===== src/adc_seq_consts.svh =====
// Constants for the conversion sequencer: codes, counts and reset values.
// Operation
// - Twelve-bit result, programmable acquisition period.
// - Reference is supply rails or pins.
// - Converts in sleep only on RC clock.
// - Successive approximation resolves one bit each.
// - Reset clears registers, turns off, aborts.
// - Completion loads result, clears busy, flags.
// - Result cleared to zero at power-on, kept otherwise.
// - Programmed acquisition runs after start bit.
// - Each shared pin analog or digital.
// - One bit period is the timing unit.
// - Two bit periods before next acquisition.
// - Zero acquisition delays one instruction cycle.
// - Holding capacitor disconnects at conversion start.
// - Analog pins read zero on port.
`ifndef ADC_SEQ_CONSTS_SVH
`define ADC_SEQ_CONSTS_SVH

`define RES_BITS 12
`define CLK_PERIOD_NS 10
`define INSTR_CYCLE_NS 40
`define INSTR_CYCLE_CLKS ((`INSTR_CYCLE_NS + `CLK_PERIOD_NS - 1) / `CLK_PERIOD_NS)
`define HOLDOFF_TADS 4'h2
`define CLK_SEL_RC_A 3'h3
`define CLK_SEL_RC_B 3'h7
`define RC_DIVISOR 16'h0040
`define DIV_TABLE {16'h0040, 16'h0040, 16'h0020, 16'h0008, 16'h0040, 16'h0040, 16'h0010, 16'h0004}
`define ACQ_TABLE {5'h14, 5'h10, 5'h0c, 5'h08, 5'h06, 5'h04, 5'h02, 5'h00}
`define RESULT_RESET 16'h0000

`endif


===== src/adc_seq_pkg.sv =====
// Types shared by the conversion sequencer modules.
package adc_seq_pkg;

    // Software configuration of the converter
    typedef struct packed {
        logic       enable;       // Module on
        logic [3:0] channel;      // Selected analog channel
        logic       ref_pins;     // 1: reference pins, 0: supply rails
        logic [2:0] acq_select;   // Automatic acquisition time code
        logic [2:0] clk_select;   // Conversion clock code
        logic       right_just;   // Result justification
    } converter_config_t;

    // Sequencer states, one-hot
    typedef enum logic [4:0] {
        ST_IDLE  = 5'b00001,
        ST_DELAY = 5'b00010,
        ST_ACQ   = 5'b00100,
        ST_CONV  = 5'b01000,
        ST_HOLD  = 5'b10000
    } seq_state_t;

endpackage


===== src/adc_conversion_sequencer.sv =====
// Conversion sequencer top: acquisition, successive approximation, result and flag.
`timescale 1ns/1ps
`default_nettype none
`include "adc_seq_consts.svh"
module adc_conversion_sequencer
    import adc_seq_pkg::*;
#(
    parameter int NPINS = 13
) (
    input wire logic MCLK,
    input wire logic NRST,
    input wire logic POR_N,
    input wire converter_config_t CONFIG,
    input wire logic START,
    input wire logic FLAG_CLEAR,
    input wire logic CONVERSION_IRQ_ENABLE,
    input wire logic GLOBAL_IRQ_ENABLE,
    input wire logic SLEEP,
    input wire logic COMPARATOR_IN,
    input wire logic [NPINS-1:0] ANALOG_SELECT,
    input wire logic [NPINS-1:0] PORT_PIN_IN,
    output logic BUSY,
    output logic CONVERSION_COMPLETE_FLAG,
    output logic IRQ,
    output logic [7:0] RESULT_HIGH_BYTE,
    output logic [7:0] RESULT_LOW_BYTE,
    output logic [`RES_BITS-1:0] DAC_CODE,
    output logic SAMPLE_CONNECT,
    output logic [3:0] CHANNEL_SELECT,
    output logic REF_PINS_SELECT,
    output logic [NPINS-1:0] DIGITAL_INPUT_ENABLE,
    output logic [NPINS-1:0] PORT_READ
);
    localparam logic [39:0] ACQS = `ACQ_TABLE;
    localparam logic [3:0] DLY_CLKS = 4'(`INSTR_CYCLE_CLKS);

    if (NPINS < 1 || NPINS > 16) begin : g_chk
        $error("adc_conversion_sequencer: NPINS must be 1 to 16");
    end

    seq_state_t state_q, state_d;       // Sequencer state
    logic busy_d;                       // Start/busy bit
    logic flag_d, irq_d;                // Completion flag and request
    logic [4:0] tads_q, tads_d;         // Bit periods left in phase
    logic [3:0] dly_q, dly_d;           // Instruction-cycle delay counter
    logic [3:0] bit_q, bit_d;           // Bit under trial
    logic [`RES_BITS-1:0] sar_d;        // Trial code next
    logic load_res;                     // Result load strobe
    logic [`RES_BITS-1:0] final_res;    // Resolved code
    logic tick;                         // One bit period elapsed
    logic rc_sel;                       // Internal RC clock chosen
    logic tick_run;                     // Divider allowed to run

    assign rc_sel = (CONFIG.clk_select == `CLK_SEL_RC_A) ||
                    (CONFIG.clk_select == `CLK_SEL_RC_B);
    assign tick_run = CONFIG.enable && !state_q[0] && (!SLEEP || rc_sel);

    tad_divider #(.CNT_W(16)) u_tad (
        .MCLK(MCLK),
        .NRST(NRST),
        .run(tick_run),
        .sel(CONFIG.clk_select),
        .tick(tick)
    );

    // Sequencer next state
    always_comb begin
        state_d = state_q;
        busy_d = BUSY;
        tads_d = tads_q;
        dly_d = dly_q;
        bit_d = bit_q;
        sar_d = DAC_CODE;
        load_res = 1'b0;
        final_res = DAC_CODE;
        if (!CONFIG.enable) begin
            state_d = ST_IDLE;
            busy_d = 1'b0;
            sar_d = '0;
        end else begin
            unique case (state_q)
                ST_IDLE: begin
                    if (START) begin
                        busy_d = 1'b1;
                        tads_d = ACQS[{CONFIG.acq_select, 2'h0} + {3'h0, CONFIG.acq_select} +: 5];
                        if (CONFIG.acq_select == 3'h0) begin
                            state_d = ST_DELAY;
                            dly_d = DLY_CLKS - 4'h1;
                        end else begin
                            state_d = ST_ACQ;
                        end
                    end
                end
                ST_DELAY: begin
                    if (dly_q == 4'h0) begin
                        state_d = ST_CONV;
                        bit_d = 4'(`RES_BITS - 1);
                        sar_d = {1'b1, {(`RES_BITS-1){1'b0}}};
                    end else begin
                        dly_d = dly_q - 4'h1;
                    end
                end
                ST_ACQ: begin
                    if (tick) begin
                        if (tads_q <= 5'h1) begin
                            state_d = ST_CONV;
                            bit_d = 4'(`RES_BITS - 1);
                            sar_d = {1'b1, {(`RES_BITS-1){1'b0}}};
                        end else begin
                            tads_d = tads_q - 5'h1;
                        end
                    end
                end
                ST_CONV: begin
                    if (tick) begin
                        final_res = DAC_CODE;
                        final_res[bit_q] = COMPARATOR_IN;
                        sar_d = final_res;
                        if (bit_q == 4'h0) begin
                            load_res = 1'b1;
                            busy_d = 1'b0;
                            state_d = ST_HOLD;
                            tads_d = {1'b0, `HOLDOFF_TADS};
                        end else begin
                            bit_d = bit_q - 4'h1;
                            sar_d[bit_q - 4'h1] = 1'b1;
                        end
                    end
                end
                ST_HOLD: begin
                    if (tick) begin
                        if (tads_q <= 5'h1) begin
                            state_d = ST_IDLE;
                        end else begin
                            tads_d = tads_q - 5'h1;
                        end
                    end
                end
            endcase
        end
    end

    always_ff @(posedge MCLK or negedge NRST) begin
        if (!NRST) begin
            state_q <= ST_IDLE;
            BUSY <= 1'b0;
            tads_q <= 5'h0;
            dly_q <= 4'h0;
            bit_q <= 4'h0;
            DAC_CODE <= '0;
        end else begin
            state_q <= state_d;
            BUSY <= busy_d;
            tads_q <= tads_d;
            dly_q <= dly_d;
            bit_q <= bit_d;
            DAC_CODE <= sar_d;
        end
    end

    // Flag and interrupt next values
    always_comb begin
        flag_d = load_res | (CONVERSION_COMPLETE_FLAG & ~FLAG_CLEAR);
        irq_d = flag_d & CONVERSION_IRQ_ENABLE & GLOBAL_IRQ_ENABLE;
    end

    // Register flag and interrupt
    always_ff @(posedge MCLK or negedge NRST) begin
        if (!NRST) begin
            CONVERSION_COMPLETE_FLAG <= 1'b0;
            IRQ <= 1'b0;
        end else begin
            CONVERSION_COMPLETE_FLAG <= flag_d;
            IRQ <= irq_d;
        end
    end

    logic [15:0] res_d; // Result pair next value
    always_comb begin
        res_d = {RESULT_HIGH_BYTE, RESULT_LOW_BYTE};
        if (load_res) begin
            res_d = CONFIG.right_just ? {4'h0, final_res} : {final_res, 4'h0};
        end
    end

    always_ff @(posedge MCLK or negedge POR_N) begin
        if (!POR_N) begin
            {RESULT_HIGH_BYTE, RESULT_LOW_BYTE} <= `RESULT_RESET;
        end else begin
            {RESULT_HIGH_BYTE, RESULT_LOW_BYTE} <= res_d;
        end
    end

    logic sample_d; // Holding capacitor switch
    always_comb begin
        sample_d = CONFIG.enable && !state_d[3];
    end

    // Analog-side selections and switch
    always_ff @(posedge MCLK or negedge NRST) begin
        if (!NRST) begin
            SAMPLE_CONNECT <= 1'b0;
            CHANNEL_SELECT <= 4'h0;
            REF_PINS_SELECT <= 1'b0;
        end else begin
            SAMPLE_CONNECT <= sample_d;
            CHANNEL_SELECT <= CONFIG.channel;
            REF_PINS_SELECT <= CONFIG.ref_pins;
        end
    end

    // Per-pin analog or digital function
    for (genvar p = 0; p < NPINS; p++) begin : g_pin
        logic din_d;  // Digital buffer on
        logic read_d; // Port read value
        always_comb begin
            din_d = !ANALOG_SELECT[p];
            read_d = ANALOG_SELECT[p] ? 1'b0 : PORT_PIN_IN[p];
        end
        always_ff @(posedge MCLK or negedge NRST) begin
            if (!NRST) begin
                DIGITAL_INPUT_ENABLE[p] <= 1'b0;
                PORT_READ[p] <= 1'b0;
            end else begin
                DIGITAL_INPUT_ENABLE[p] <= din_d;
                PORT_READ[p] <= read_d;
            end
        end
    end
endmodule // adc_conversion_sequencer
`default_nettype wire


===== src/tad_divider.sv =====
// Bit-period tick generator: divides MCLK by the selected conversion clock.
`timescale 1ns/1ps
`default_nettype none
`include "adc_seq_consts.svh"
module tad_divider #(
    parameter int CNT_W = 16
) (
    input wire logic MCLK,
    input wire logic NRST,
    input wire logic run,
    input wire logic [2:0] sel,
    output logic tick
);
    // Divisor per clock code, packed high code first
    localparam logic [127:0] DIVS = `DIV_TABLE;

    if (CNT_W < 16) begin : g_chk
        $error("tad_divider: CNT_W too small for divisor table");
    end

    logic [CNT_W-1:0] cnt_q, cnt_d; // Cycles left in this period
    logic tick_d;
    logic [15:0] div_now;

    // Next count and tick
    always_comb begin
        div_now = DIVS[{sel, 4'h0} +: 16];
        cnt_d = cnt_q;
        tick_d = 1'b0;
        if (!run) begin
            // Stopped: restart a full period when released
            cnt_d = CNT_W'(div_now - 16'h0001);
        end else if (cnt_q == '0) begin
            cnt_d = CNT_W'(div_now - 16'h0001);
            tick_d = 1'b1;
        end else begin
            cnt_d = cnt_q - CNT_W'(1);
        end
    end

    // Register count and tick
    always_ff @(posedge MCLK or negedge NRST) begin
        if (!NRST) begin
            cnt_q <= '0;
            tick <= 1'b0;
        end else begin
            cnt_q <= cnt_d;
            tick <= tick_d;
        end
    end
endmodule // tad_divider
`default_nettype wire


===== config.mk =====
export PLATFORM = sky130hd
export DESIGN_NAME = adc_conversion_sequencer
export DESIGN_NICKNAME = d
export VERILOG_FILES = /design/src/adc_seq_pkg.sv /design/src/adc_conversion_sequencer.sv /design/src/tad_divider.sv
export VERILOG_INCLUDE_DIRS = /design/src
export SDC_FILE = /design/constraint.sdc
export NUM_CORES = 1
export LEC_CHECK = 0
export BUFFER_PORTS_ARGS = -buffer_cell sky130_fd_sc_hd__buf_2
export CORE_MARGIN = 2
export CORE_UTILIZATION = 30
export DETAILED_ROUTE_END_ITERATION = 8
export GPL_ROUTABILITY_DRIVEN = 0
export PLACE_DENSITY = 0.55
export SLEW_MARGIN = 40
export SYNTH_ARGS = -nofsm -noshare
export SYNTH_HDL_FRONTEND = slang
export SYNTH_HIERARCHICAL = 1
export SYNTH_SLANG_ARGS = --single-unit

===== constraint.sdc =====
create_clock -name MCLK -period 2.7 [get_ports MCLK]
set_input_delay 0.27 -clock MCLK [delete_from_list [all_inputs] [get_ports MCLK]]
set_output_delay 0.27 -clock MCLK [all_outputs]
set_load 0.005 [all_outputs]

# == Yosys cells after proc, flatten, opt, wreduce, memory -nomap -nowiden ==
# Index checks and enable logic that the tools add are counted.
# totals
in_bits,48
regBits,98
out_inout_bits,63
elab_cells,195
# op_classes
order_cmp,5
shift,2
bitwise,6
reduce_logical,37
addsub,6
n_mux,69
n_eq_ne,28
# ops
cell,n
"128-bit by 8-bit indexed part select with 16-bit output, first input constant",1
12-bit 2-to-1 mux,9
5-bit 2-to-1 mux,14
16-bit 2-to-1 mux,3
"40-bit by 7-bit indexed part select with 5-bit output, first input constant",1
12-bit case mux with 3 select lines,1
4-bit 2-to-1 mux,8
"16-bit by 1-bit subtractor with 16-bit output, second input constant",2
1-bit 2-to-1 mux,25
5-bit case mux with 5 select lines,1
1-bit logical NOT,16
16-bit logical NOT,1
"2-bit inequality test, second input constant",8
"3-bit inequality test, second input constant",5
5-bit case mux with 3 select lines,1
7-bit AND reduction,2
12-bit bitwise mux,1
12-bit OR,1
4-bit case mux with 3 select lines,1
"4-bit by 5-bit < comparator with 1-bit output, second input constant",2
5-bit AND reduction,2
"3-bit by 2-bit inequality test with 1-bit output, second input constant",3
1-bit demux with 4-bit select,2
"4-bit by 1-bit >= comparator with 1-bit output, second input constant",2
other kinds (29),41

# == Logic depth before layout (Yosys ltp) ==
# Gate-level depths: netlist of run 1.
# logic_depth
word_depth,10
ltp_mapped,9
mapped_depth_nobuf,7

# == Modules after synthesis ==
# The synthesis of run 1 kept the hierarchy.
# by_module_without_submodules
module,n_inst,cells_per_inst,area_per_inst_um2,seq_area_each_um2
adc_conversion_sequencer,1,492,4728.3,2028.2
tad_divider,1,93,1009.7,425.4

# == Worst setup path after synthesis of run 1 ==
# No wires, ideal clock.
# synth_path
path_type,register -> register
start,register bit_q[0]
end,register bit_q[0]
setup_slack_ps,425
n_path_buf,1
setup_time_ps,128
required_ps,2572
path_stages_with_launch,9
arrival_time_ps,2147
synth_period_minus_slack_ps,2275
cell_sequence,dfrtp_1 -> inv_1 -> ha_1 -> or3b_2 -> clkbuf_1 -> a21oi_1 -> o21ba_2 -> or3_1 -> mux2_1
# synth_via
elab_chain_cells,4
elab_cells_between_ends,7
cone_classes,1 x add/sub; 1 x eq/ne; 3 x mux; 2 x reduce/logical
# synth_lines
element,line_no,source
from (decl),adc_conversion_sequencer.sv:46,"logic [3:0] bit_q, bit_d;"
from (signal assigned),adc_conversion_sequencer.sv:156,bit_q <= bit_d;
4-bit by 1-bit subtractor with 4-bit output,adc_conversion_sequencer.sv:125,bit_d = bit_q - 4'h1;
4-bit 2-to-1 mux,adc_conversion_sequencer.sv:119,if (bit_q == 4'h0) begin
4-bit 2-to-1 mux,adc_conversion_sequencer.sv:115,if (tick) begin
4-bit case mux with 3 select lines,adc_conversion_sequencer.sv:81,unique case (state_q)
# Parallel ways exist; a longest one is shown, timed or not. The select of a mux whose other input is x is not followed.
# A chain may end at the register's enable or synchronous reset.

# == Final worst setup path of run 1 ==
# Same ends and word-level chain as after synthesis.

==> results of run 1 <==
## critical path: cells and delay by family (launching register included)
kind,cells,cell delay (ps)
AND/OR/NAND/NOR,2,740
flip-flops,1,480
buffers and inverters,1,170
multiplexers,1,330
AO/OA/AOI/OAI,2,360
adder cells (fa/ha/maj),1,240
## kinds of logic (layout without fill, tap and decap cells)
kind of cell,count (synthesis),count (layout),synth area share
AOI/OAI and AO/OA,134,134,0.165
xor gates and xnor gates,17,17,0.0259
adders and majority gates,22,22,0.0480
buffers and inverters,70,183,0.0536
DFF,98,98,0.428
muxes,41,41,0.0757
and+or+nand+nor,203,203,0.205
## power by group through the flow
stage	clock network, mW	registers (mW)	logic (mW)
after global placement	0	1.70	0.740
final	1.30	1.68	0.742
after global routing	1.42	1.69	0.843
after detailed placement	0	1.70	0.741
after floorplan	0	1.67	0.527
after CTS	1.35	1.67	0.749
## worst min-delay path by stage
| stage | from | to | slack, ps | cells past startpoint |
|---|---|---|---|---|
| 2_1_floorplan | NRST | BUSY | -30 | 0 |
| 3_3_place_gp | POR_N | RESULT_LOW_BYTE[1] | 200 | 1 |
| 3_5_place_dp | POR_N | RESULT_LOW_BYTE[1] | 210 | 1 |
| 4_1_cts | CONFIG[10] | CHANNEL_SELECT[2] | 3 | 1 |
| 5_1_grt | CONFIG[9] | CHANNEL_SELECT[1] | 10 | 1 |
| 6_report | CONFIG[10] | CHANNEL_SELECT[2] | 20 | 1 |
## stage by stage
step | cell area, um^2 | hold WS [ps]
global placement | 6530 | 204
global route | 6880 | 9.80
floorplan | 5740 | -25.6
detailed placement | 6530 | 209
CTS | 6880 | 2.78
finish | 6880 | 20.0
## routing by layer
layer,track usage,part of all wire
met5,0,0
met4,0.0297,0.0052
met3,0.0400,0.048
met2,0.231,0.49
met1,0.192,0.46
## final cells by class
class / count / area share
inverter: 37 / 0.0202
clock inverter: 6 / 0.00873
multi-input combinational: 417 / 0.432
timing repair buffer: 130 / 0.105
tap: 234 / 0.0425
clock buffer: 10 / 0.0347
sequential: 98 / 0.356
## state kept, by name (all words and copies together), names as in the netlist, 4 cells and up
| name | count |
|---|---|
| RESULT_LOW_BYTE | 8 |
| u_tad/cnt_q | 16 |
| state_q | 5 |
| dly_q | 4 |
| tads_q | 5 |
| DAC_CODE | 12 |
| CHANNEL_SELECT | 4 |
| DIGITAL_INPUT_ENABLE | 13 |
| PORT_READ | 13 |
| bit_q | 4 |
| RESULT_HIGH_BYTE | 8 |
## layout by cell type (no fill, tap or decap), types with 4 or more instances in the layout
| master | n |
|---|---|
| a211oi_1 | 5 |
| mux2_2 | 8 |
| nand4_1 | 8 |
| nand3b_1 | 9 |
| nor2b_1 | 20 |
| o22ai_1 | 4 |
| xor2_1 | 10 |
| nand2_1 | 47 |
| inv_1 | 36 |
| nor3b_1 | 7 |
| buf_2 | 109 |
| nor3_1 | 6 |
| nand3_1 | 13 |
| o21bai_1 | 6 |
| and2_1 | 7 |
| dfrtp_1 | 97 |
| or3_1 | 7 |
| nor4_1 | 7 |
| a22o_1 | 12 |
| nand2b_1 | 8 |
| o211ai_1 | 4 |
| o21a_1 | 6 |
| o21ai_0 | 32 |
| a21oi_1 | 18 |
| buf_4 | 15 |
| ha_1 | 22 |
| mux2i_1 | 28 |
| xnor2_1 | 7 |
| clkbuf_16 | 9 |
| o31ai_1 | 10 |
| dlygate4sd3_1 | 5 |
| nor2_1 | 35 |
| or2_2 | 6 |
==> flow_summary.json, run 1 <==
{
  "crit_slowest_cell": "or3b_2",
  "p_int_mw": 2.56,
  "netlist.area_leader.share": 0.423,
  "fp.dieH_um": 142,
  "yosysWarnings": 6,
  "maxCapViolCount": 0,
  "drv_slew": 0,
  "fin_nets": 763,
  "fin_crit_sh": 0.902,
  "worstSkewPairLatency_ps": 360,
  "firstDrtPassIters": 4,
  "fin_cells": 932,
  "placedCellCount": 911,
  "nFillCells": 1928,
  "clkPwrFrac": 0.349,
  "pwr-share-seq": 0.451,
  "crit_path_max_incr_delay_ps": 550,
  "synth.avg_cell_area_um2": 9.81,
  "port_buffers": 110,
  "swShare": 0.311,
  "cp.required_ps": 2940,
  "die_w_um": 142,
  "ir_worst_vdd_mv": 0.329,
  "fin_ws_ps": 264,
  "path_clk_slew_ps": 70,
  "fin_crit_ps": 2440,
  "core_mm2": 0.0188,
  "first_global_vias": 4543,
  "crit_fanout": 9,
  "syn_inst": 585,
  "clk_path_buf_depth": 2,
  "crit_path_cell_trace": "inv_1 -> ha_1 -> or3b_2 -> a21oi_1 -> o21ba_2 -> or3_1 -> mux2_1",
  "viasPerCell": 5.01,
  "finalWirelength_mm": 14.0,
  "via_count": 4666,
  "area_delta_synth_final_pct": 20.0,
  "ant_nets": 0,
  "grt_pass1_wl_mm": 23.3,
  "io_pins": 111,
  "worst_slew_pin_slew_ps": 644,
  "overflow": 0,
  "synth.largest_area_cell": "dfrtp_1",
  "rows": 50,
  "max_slew_margin": 0.571,
  "cts-buffers-inserted": 9,
  "crit_path_end": "bit_q[0]",
  "ctsResizeCount": 0,
  "seq_area_frac_synth": 0.428,
  "min_path_type": "input pin to flop",
  "p_switching_mw": 1.16,
  "cts.htree.levels": 3,
  "startpoint_type": "flop",
  "antenna_found_initial": 0,
  "diodes": 0,
  "cts_root_buf": "clkbuf_16",
  "drc": 0,
  "p_leak_nw": 3.21,
  "synth_edf_count": 0,
  "synth_fp_nets": 655,
  "powerDensity_mw_per_mm2": 540,
  "critical_path_class": "flop to flop",
  "synthTopCellsByArea": "dfrtp_1 42%, mux2i_1 4.9%, ha_1 4.8%",
  "setup_viol": 0,
  "synthDistinctLibCells": 78,
  "crit-reg2reg-capture": "bit_q[0]",
  "synth_common_cells": "97 x dfrtp_1, 47 x nand2_1, 36 x inv_1, 35 x nor2_1, 32 x o21ai_0",
  "wl_per_cell_um": 15.0,
  "skew_ps": 8.54,
  "max_clock_freq_mhz": 410,
  "end_kind": "flop",
  "drt-initial-drc-count": 189,
  "cp.arrival_ps": 2670,
  "ff2ff_setup_slack_ps": 260,
  "dpl.hpwl_mm": 10.4,
  "grt_max_degree": 83,
  "netlist_area_mm2": 0.00574,
  "rsz0062_at_grt": "no",
  "worstSetupStartpoint": "bit_q[0]",
  "dieArea_mm2": 0.0202,
  "reg2reg_depth": 7,
  "hold_violations": 0,
  "synthFlopType": "dfrtp_1",
  "seq_area_mm2": 0.00245,
  "multiInputGateArea_mm2": 0.00298,
  "grt_use_total": 0.143,
  "post-route-util": 0.367,
  "clkSinkCount": 98,
  "dpl_worst_slack_ps": 290,
  "initial_core_util": 0.306,
  "tritoncts": "built",
  "finalSetupTns_ps": 0,
  "cts_setup_buffers": 0,
  "synth_seq_cells": 98,
  "r2r_start": "bit_q[0]",
  "combPwrFrac": 0.200,
  "status": "finished, final reports clean",
  "power_mw": 3.71,
  "async_reset_ff_frac": 1.00,
  "synth.most_common_cell": "dfrtp_1",
  "final_layout_size_suffix_gt1_frac": 0.248,
  "postCtsHoldBufs": 5
}
Note: power is estimated with default switching activity, not from simulation.
==> run 2: changes to the inputs <==
--- a/config.mk
+++ b/config.mk
@@ -7,6 +7,7 @@
 export NUM_CORES = 1
 export LEC_CHECK = 0
 export BUFFER_PORTS_ARGS = -buffer_cell sky130_fd_sc_hd__buf_2
+export CORE_ASPECT_RATIO = 1.25
 export CORE_MARGIN = 2
 export CORE_UTILIZATION = 30
 export DETAILED_ROUTE_END_ITERATION = 8
==> run 2 against run 1 <==
  * The run now ends with hold timing left
  * Largest cell class unchanged
  * Count of clock-buffer cells in the layout unchanged
  * Combinational power down 0.8%
  * Register-to-register slack better by 20 ps
  * Sequential power about the same
  * Largest power group unchanged
  * Critical endpoint is now bit_q[1]
  * Non-clock buffer count down 2
  * Cell count down 0.43%
==> flow_summary.json, run 2 (synthesis gave the netlist of run 1 again) <==
{
  "power_mw": 3.70,
  "finalWirelength_mm": 14.3,
  "worstSkewPairLatency_ps": 350,
  "via_count": 4604,
  "fin_nets": 761,
  "final_layout_size_suffix_gt1_frac": 0.253,
  "dieArea_mm2": 0.0203,
  "violations": "hold timing",
  "post-route-util": 0.365,
  "antenna_found_initial": 0,
  "ctsResizeCount": 0,
  "seq_area_mm2": 0.00245,
  "drv_slew": 0,
  "first_global_vias": 4470,
  "fin_cells": 928,
  "tritoncts": "built",
  "placedCellCount": 911,
  "dpl_cell_area_mm2": 0.00654,
  "grt_use_total": 0.140,
  "fp.dieH_um": 159,
  "finalSetupTns_ps": 0,
  "ff2ff_setup_slack_ps": 280,
  "initial_core_util": 0.306,
  "grtUsageMet1": 0.172,
  "core_mm2": 0.0188,
  "cts.htree.levels": 3,
  "viasPerCell": 4.96,
  "wl_per_cell_um": 15.4,
  "setup_viol": 0,
  "max_clock_freq_mhz": 413,
  "drt-initial-drc-count": 301,
  "fin_crit_sh": 0.896,
  "grt_max_degree": 83,
  "die_w_um": 128,
  "fin_ws_ps": 281,
  "crit-reg2reg-capture": "bit_q[1]",
  "holdWs_ps": -41.5,
  "dpl.hpwl_mm": 10.7,
  "largest_reg_flops": 16,
  "rows": 56,
  "reg2reg_depth": 7,
  "max_slew_margin": 0.545,
  "clk_path_buf_depth": 2,
  "postCtsHoldBufs": 1,
  "crit_fanout": 9,
  "final_area_mm2": 0.00686,
  "crit_slowest_cell": "or3b_2",
  "status": "complete, but fails checks",
  "grtUsageMet2": 0.251,
  "crit_buf_inv": 1,
  "ir_worst_vdd_mv": 0.268,
  "ant_nets": 0,
  "port_buffers": 110,
  "r2r_start": "bit_q[0]",
  "cp.required_ps": 2930,
  "path_clk_slew_ps": 80,
  "end_kind": "flop",
  "largestRegisters": "u_tad/cnt_q: 16 flops, DIGITAL_INPUT_ENABLE: 13 flops, PORT_READ: 13 flops",
  "grt_pass1_wl_mm": 22.9,
  "cts-buffers-inserted": 9,
  "crit_family": "simple AND/OR/NAND/NOR gates",
  "critical_path_class": "flop to flop",
  "io_pins": 111,
  "skew_ps": 11.0,
  "area_delta_synth_final_pct": 19.6,
  "firstDrtPassIters": 4,
  "fin_crit_ps": 2420,
  "cts_setup_buffers": 0,
  "busiest_layer": "met2",
  "most-common-layout-cells": "109 x buf_2, 97 x dfrtp_1, 47 x nand2_1",
  "cp.arrival_ps": 2650,
  "crit_path_max_incr_delay_ps": 540,
  "top_register": "u_tad/cnt_q",
  "min_path_type": "input pin to asynchronous set/reset pin",
  "dpl_worst_slack_ps": 286,
  "cts_root_buf": "clkbuf_16",
  "rsz0062_at_grt": "no",
  "hold_violations": 34,
  "diodes": 0,
  "worst_slew_pin_slew_ps": 682,
  "globalRouteMet3Util": 0.0212,
  "p_leak_nw": 3.20,
  "maxCapViolCount": 0,
  "drc": 0,
  "powerDensity_mw_per_mm2": 540,
  "layout_commonest_cell": "buf_2",
  "nFillCells": 1929,
  "clkSinkCount": 98,
  "multiInputGateArea_mm2": 0.00298,
  "crit_path_cell_trace": "inv_1 -> ha_1 -> or3b_2 -> a21oi_1 -> o21ba_2 -> or3_1 -> mux2_1",
  "startpoint_type": "flop",
  "overflow": 0
}
-- run 2: how the worst max path moves through the flow --
stage	startpoint	depth (start not counted)	slack, ps	end
2_1_floorplan	bit_q[0]	8	430	bit_q[0]
3_3_place_gp	CONFIG[6]	8	350	tads_q[0]
3_5_place_dp	bit_q[0]	7	290	bit_q[1]
4_1_cts	bit_q[0]	7	280	bit_q[1]
5_1_grt	bit_q[1]	7	130	bit_q[1]
6_report	bit_q[0]	7	280	bit_q[1]
-- run 2: cell type report --
| type | instances | share of cell area |
|---|---|---|
| Timing Repair Buffer | 128 | 0.102 |
| Multi-Input combinational cell | 417 | 0.435 |
| Inverter | 37 | 0.0202 |
| Sequential cell | 98 | 0.358 |
| Clock buffer | 10 | 0.0348 |
| Tap cell | 232 | 0.0423 |
| Clock inverter | 6 | 0.00875 |
-- run 2: routing by layer --
metal  routed length (um)  up-vias
li1                     -     2291
met1                 6190     2181
met2                 7270      116
met3                  586       16
met4                  227        0
met5                    0        -
-- run 2: where the power goes --
part	total [mW]	internal [mW]	switching, mW	leakage, nW
Clock	1.29	0.671	0.615	0.140
Combinational	0.736	0.322	0.413	1.81
Sequential	1.68	1.56	0.117	1.25
Total	3.70	2.56	1.15	3.20
==> run 3: changes to the inputs <==
--- a/config.mk
+++ b/config.mk
@@ -12,7 +12,7 @@
 export CORE_UTILIZATION = 30
 export DETAILED_ROUTE_END_ITERATION = 8
 export GPL_ROUTABILITY_DRIVEN = 0
-export PLACE_DENSITY = 0.55
+export PLACE_DENSITY = 0.5
 export SLEW_MARGIN = 40
 export SYNTH_ARGS = -nofsm -noshare
 export SYNTH_HDL_FRONTEND = slang
==> run 3 against run 2 <==
  * The run now ends clean
  * Clock power is 5% lower
  * Utilization decreased by 0.19 points
  * Die area unchanged
  * Worst setup slack lost 46 ps
  * Non-clock buffer count is 1 lower
  * Fmax decreased by 1.9%
  * Register-to-register slack lost 50 ps
  * Via count grew 2.1%
  * Hold slack better by 62 ps
  * Combinational power increased by 1%
  * Power decreased by 1.5%
==> flow_summary.json, run 3 (synthesis gave the netlist of run 1 again) <==
{
  "status": "finished, final reports clean",
  "powerDensity_mw_per_mm2": 534,
  "reg2reg_depth": 7,
  "setup_viol": 0,
  "firstDrtPassIters": 4,
  "finalSetupTns_ps": 0,
  "first_global_vias": 4588,
  "max_slew_margin": 0.611,
  "tritoncts": "built",
  "most-common-layout-cells": "109 x buf_2, 97 x dfrtp_1, 47 x nand2_1",
  "largest_reg_flops": 16,
  "fin_nets": 760,
  "fp.dieH_um": 159,
  "cts.htree.levels": 3,
  "clkSinkCount": 98,
  "dpl.hpwl_mm": 10.9,
  "ir_worst_vdd_mv": 0.269,
  "antenna_found_initial": 0,
  "rsz0062_at_grt": "no",
  "worstSkewPairLatency_ps": 350,
  "critical_path_class": "flop to flop",
  "ant_nets": 0,
  "drv_slew": 0,
  "end_kind": "flop",
  "layout_commonest_cell": "buf_2",
  "fin_crit_sh": 0.913,
  "clk_path_buf_depth": 2,
  "startpoint_type": "flop",
  "max_clock_freq_mhz": 406,
  "cts_root_buf": "clkbuf_16",
  "die_w_um": 128,
  "via_count": 4701,
  "grt_use_total": 0.142,
  "drc": 0,
  "viasPerCell": 5.08,
  "grt_pass1_wl_mm": 23.3,
  "finalWirelength_mm": 14.5,
  "dieArea_mm2": 0.0203,
  "path_clk_slew_ps": 70,
  "p_leak_nw": 3.18,
  "core_mm2": 0.0188,
  "wl_per_cell_um": 15.6,
  "rows": 56,
  "diodes": 0,
  "cp.arrival_ps": 2690,
  "min_path_type": "input pin to flop",
  "cts_setup_buffers": 0,
  "hold_depth": 1,
  "crit_fanout": 9,
  "holdWs_ps": 20.7,
  "ctsResizeCount": 0,
  "fin_crit_ps": 2460,
  "nFillCells": 1906,
  "overflow": 0,
  "skew_ps": 7.98,
  "port_buffers": 110,
  "area_delta_synth_final_pct": 18.9,
  "top_register": "u_tad/cnt_q",
  "grt_max_degree": 46,
  "largestRegisters": "u_tad/cnt_q: 16 flops, DIGITAL_INPUT_ENABLE: 13 flops, PORT_READ: 13 flops",
  "maxCapViolCount": 0,
  "post-route-util": 0.363,
  "worst_slew_pin_slew_ps": 583,
  "cp.required_ps": 2930,
  "drt-initial-drc-count": 297,
  "io_pins": 111,
  "initial_core_util": 0.306,
  "final_layout_size_suffix_gt1_frac": 0.249,
  "cts-buffers-inserted": 9,
  "hold_violations": 0
}
run 3: cell types whose count changed in the layout (fill, tap and decap cells not counted):
cell,previous run,this run
buf_4,17,16
clkinv_4,1,0
clkinv_8,1,0
clkbuf_8,2,0
clkinv_2,0,1
inv_6,1,2
dlygate4sd3_1,1,2
run 3: layout make-up:
class | instances | area [um^2] | share of cell area
clock buffers | 9 | 225 | 0.0330
repair buffers | 127 | 686 | 0.100
inverters | 37 | 139 | 0.0203
well taps | 232 | 290 | 0.0425
multi-input cells | 417 | 2980 | 0.437
clock inverters | 6 | 48.8 | 0.00715
flip-flops and latches | 98 | 2450 | 0.359
run 3: timing repair:
| action | 4_1_cts | 5_1_grt |
|---|---|---|
| hold buffers | 2 | 0 |
| endpoints found under the setup margin | 0 | 0 |
| endpoints found under the hold margin | 59 | 0 |
run 3: layer usage:
metal	vias to the layer above	GRT usage	share of wire
met1	2275	0.169	0.43
met5	-	0	0
met4	0	0.0518	0.022
met2	115	0.255	0.51
li1	2291	-	-
met3	20	0.0272	0.040
run 3: per-stage QoR:
| stage | instances | cell area (um^2) | total power, mW | setup WS, ps |
|---|---|---|---|---|
| after floorplan | 585 | 5740 | 2.20 | 425 |
| after global placement | 909 | 6530 | 2.44 | 372 |
| after detailed placement | 909 | 6530 | 2.46 | 219 |
| after CTS | 926 | 6820 | 3.70 | 204 |
| after global routing | 926 | 6830 | 3.86 | 107 |
| final | 926 | 6830 | 3.65 | 236 |
run 3: path summary, 6_finish.rpt:
| path | endpoint | slack, ps | from |
|---|---|---|---|
| setup / recovery | bit_q[1] | 240 | bit_q[0] |
| min in group asynchronous | RESULT_HIGH_BYTE[2] | 370 | POR_N |
| max in group asynchronous | state_q[0] | 1480 | NRST |
| hold reg to reg | RESULT_HIGH_BYTE[0] | 470 | RESULT_HIGH_BYTE[0] |
| hold / removal | CHANNEL_SELECT[3] | 20 | CONFIG[11] |
| setup reg to reg | bit_q[1] | 240 | bit_q[0] |
run 3: critical path, cell delays in order (launching register included):
cell	delay [ps]
dfrtp_1	470
inv_1	160
ha_1	270
or3b_2	550
a21oi_1	170
o21ba_2	180
or3_1	190
mux2_1	350
run 3: power breakdown:
| part | internal [mW] | switching, mW | total [mW] |
|---|---|---|---|
| clock network | 0.631 | 0.588 | 1.22 |
| logic | 0.322 | 0.425 | 0.746 |
| registers | 1.56 | 0.116 | 1.68 |
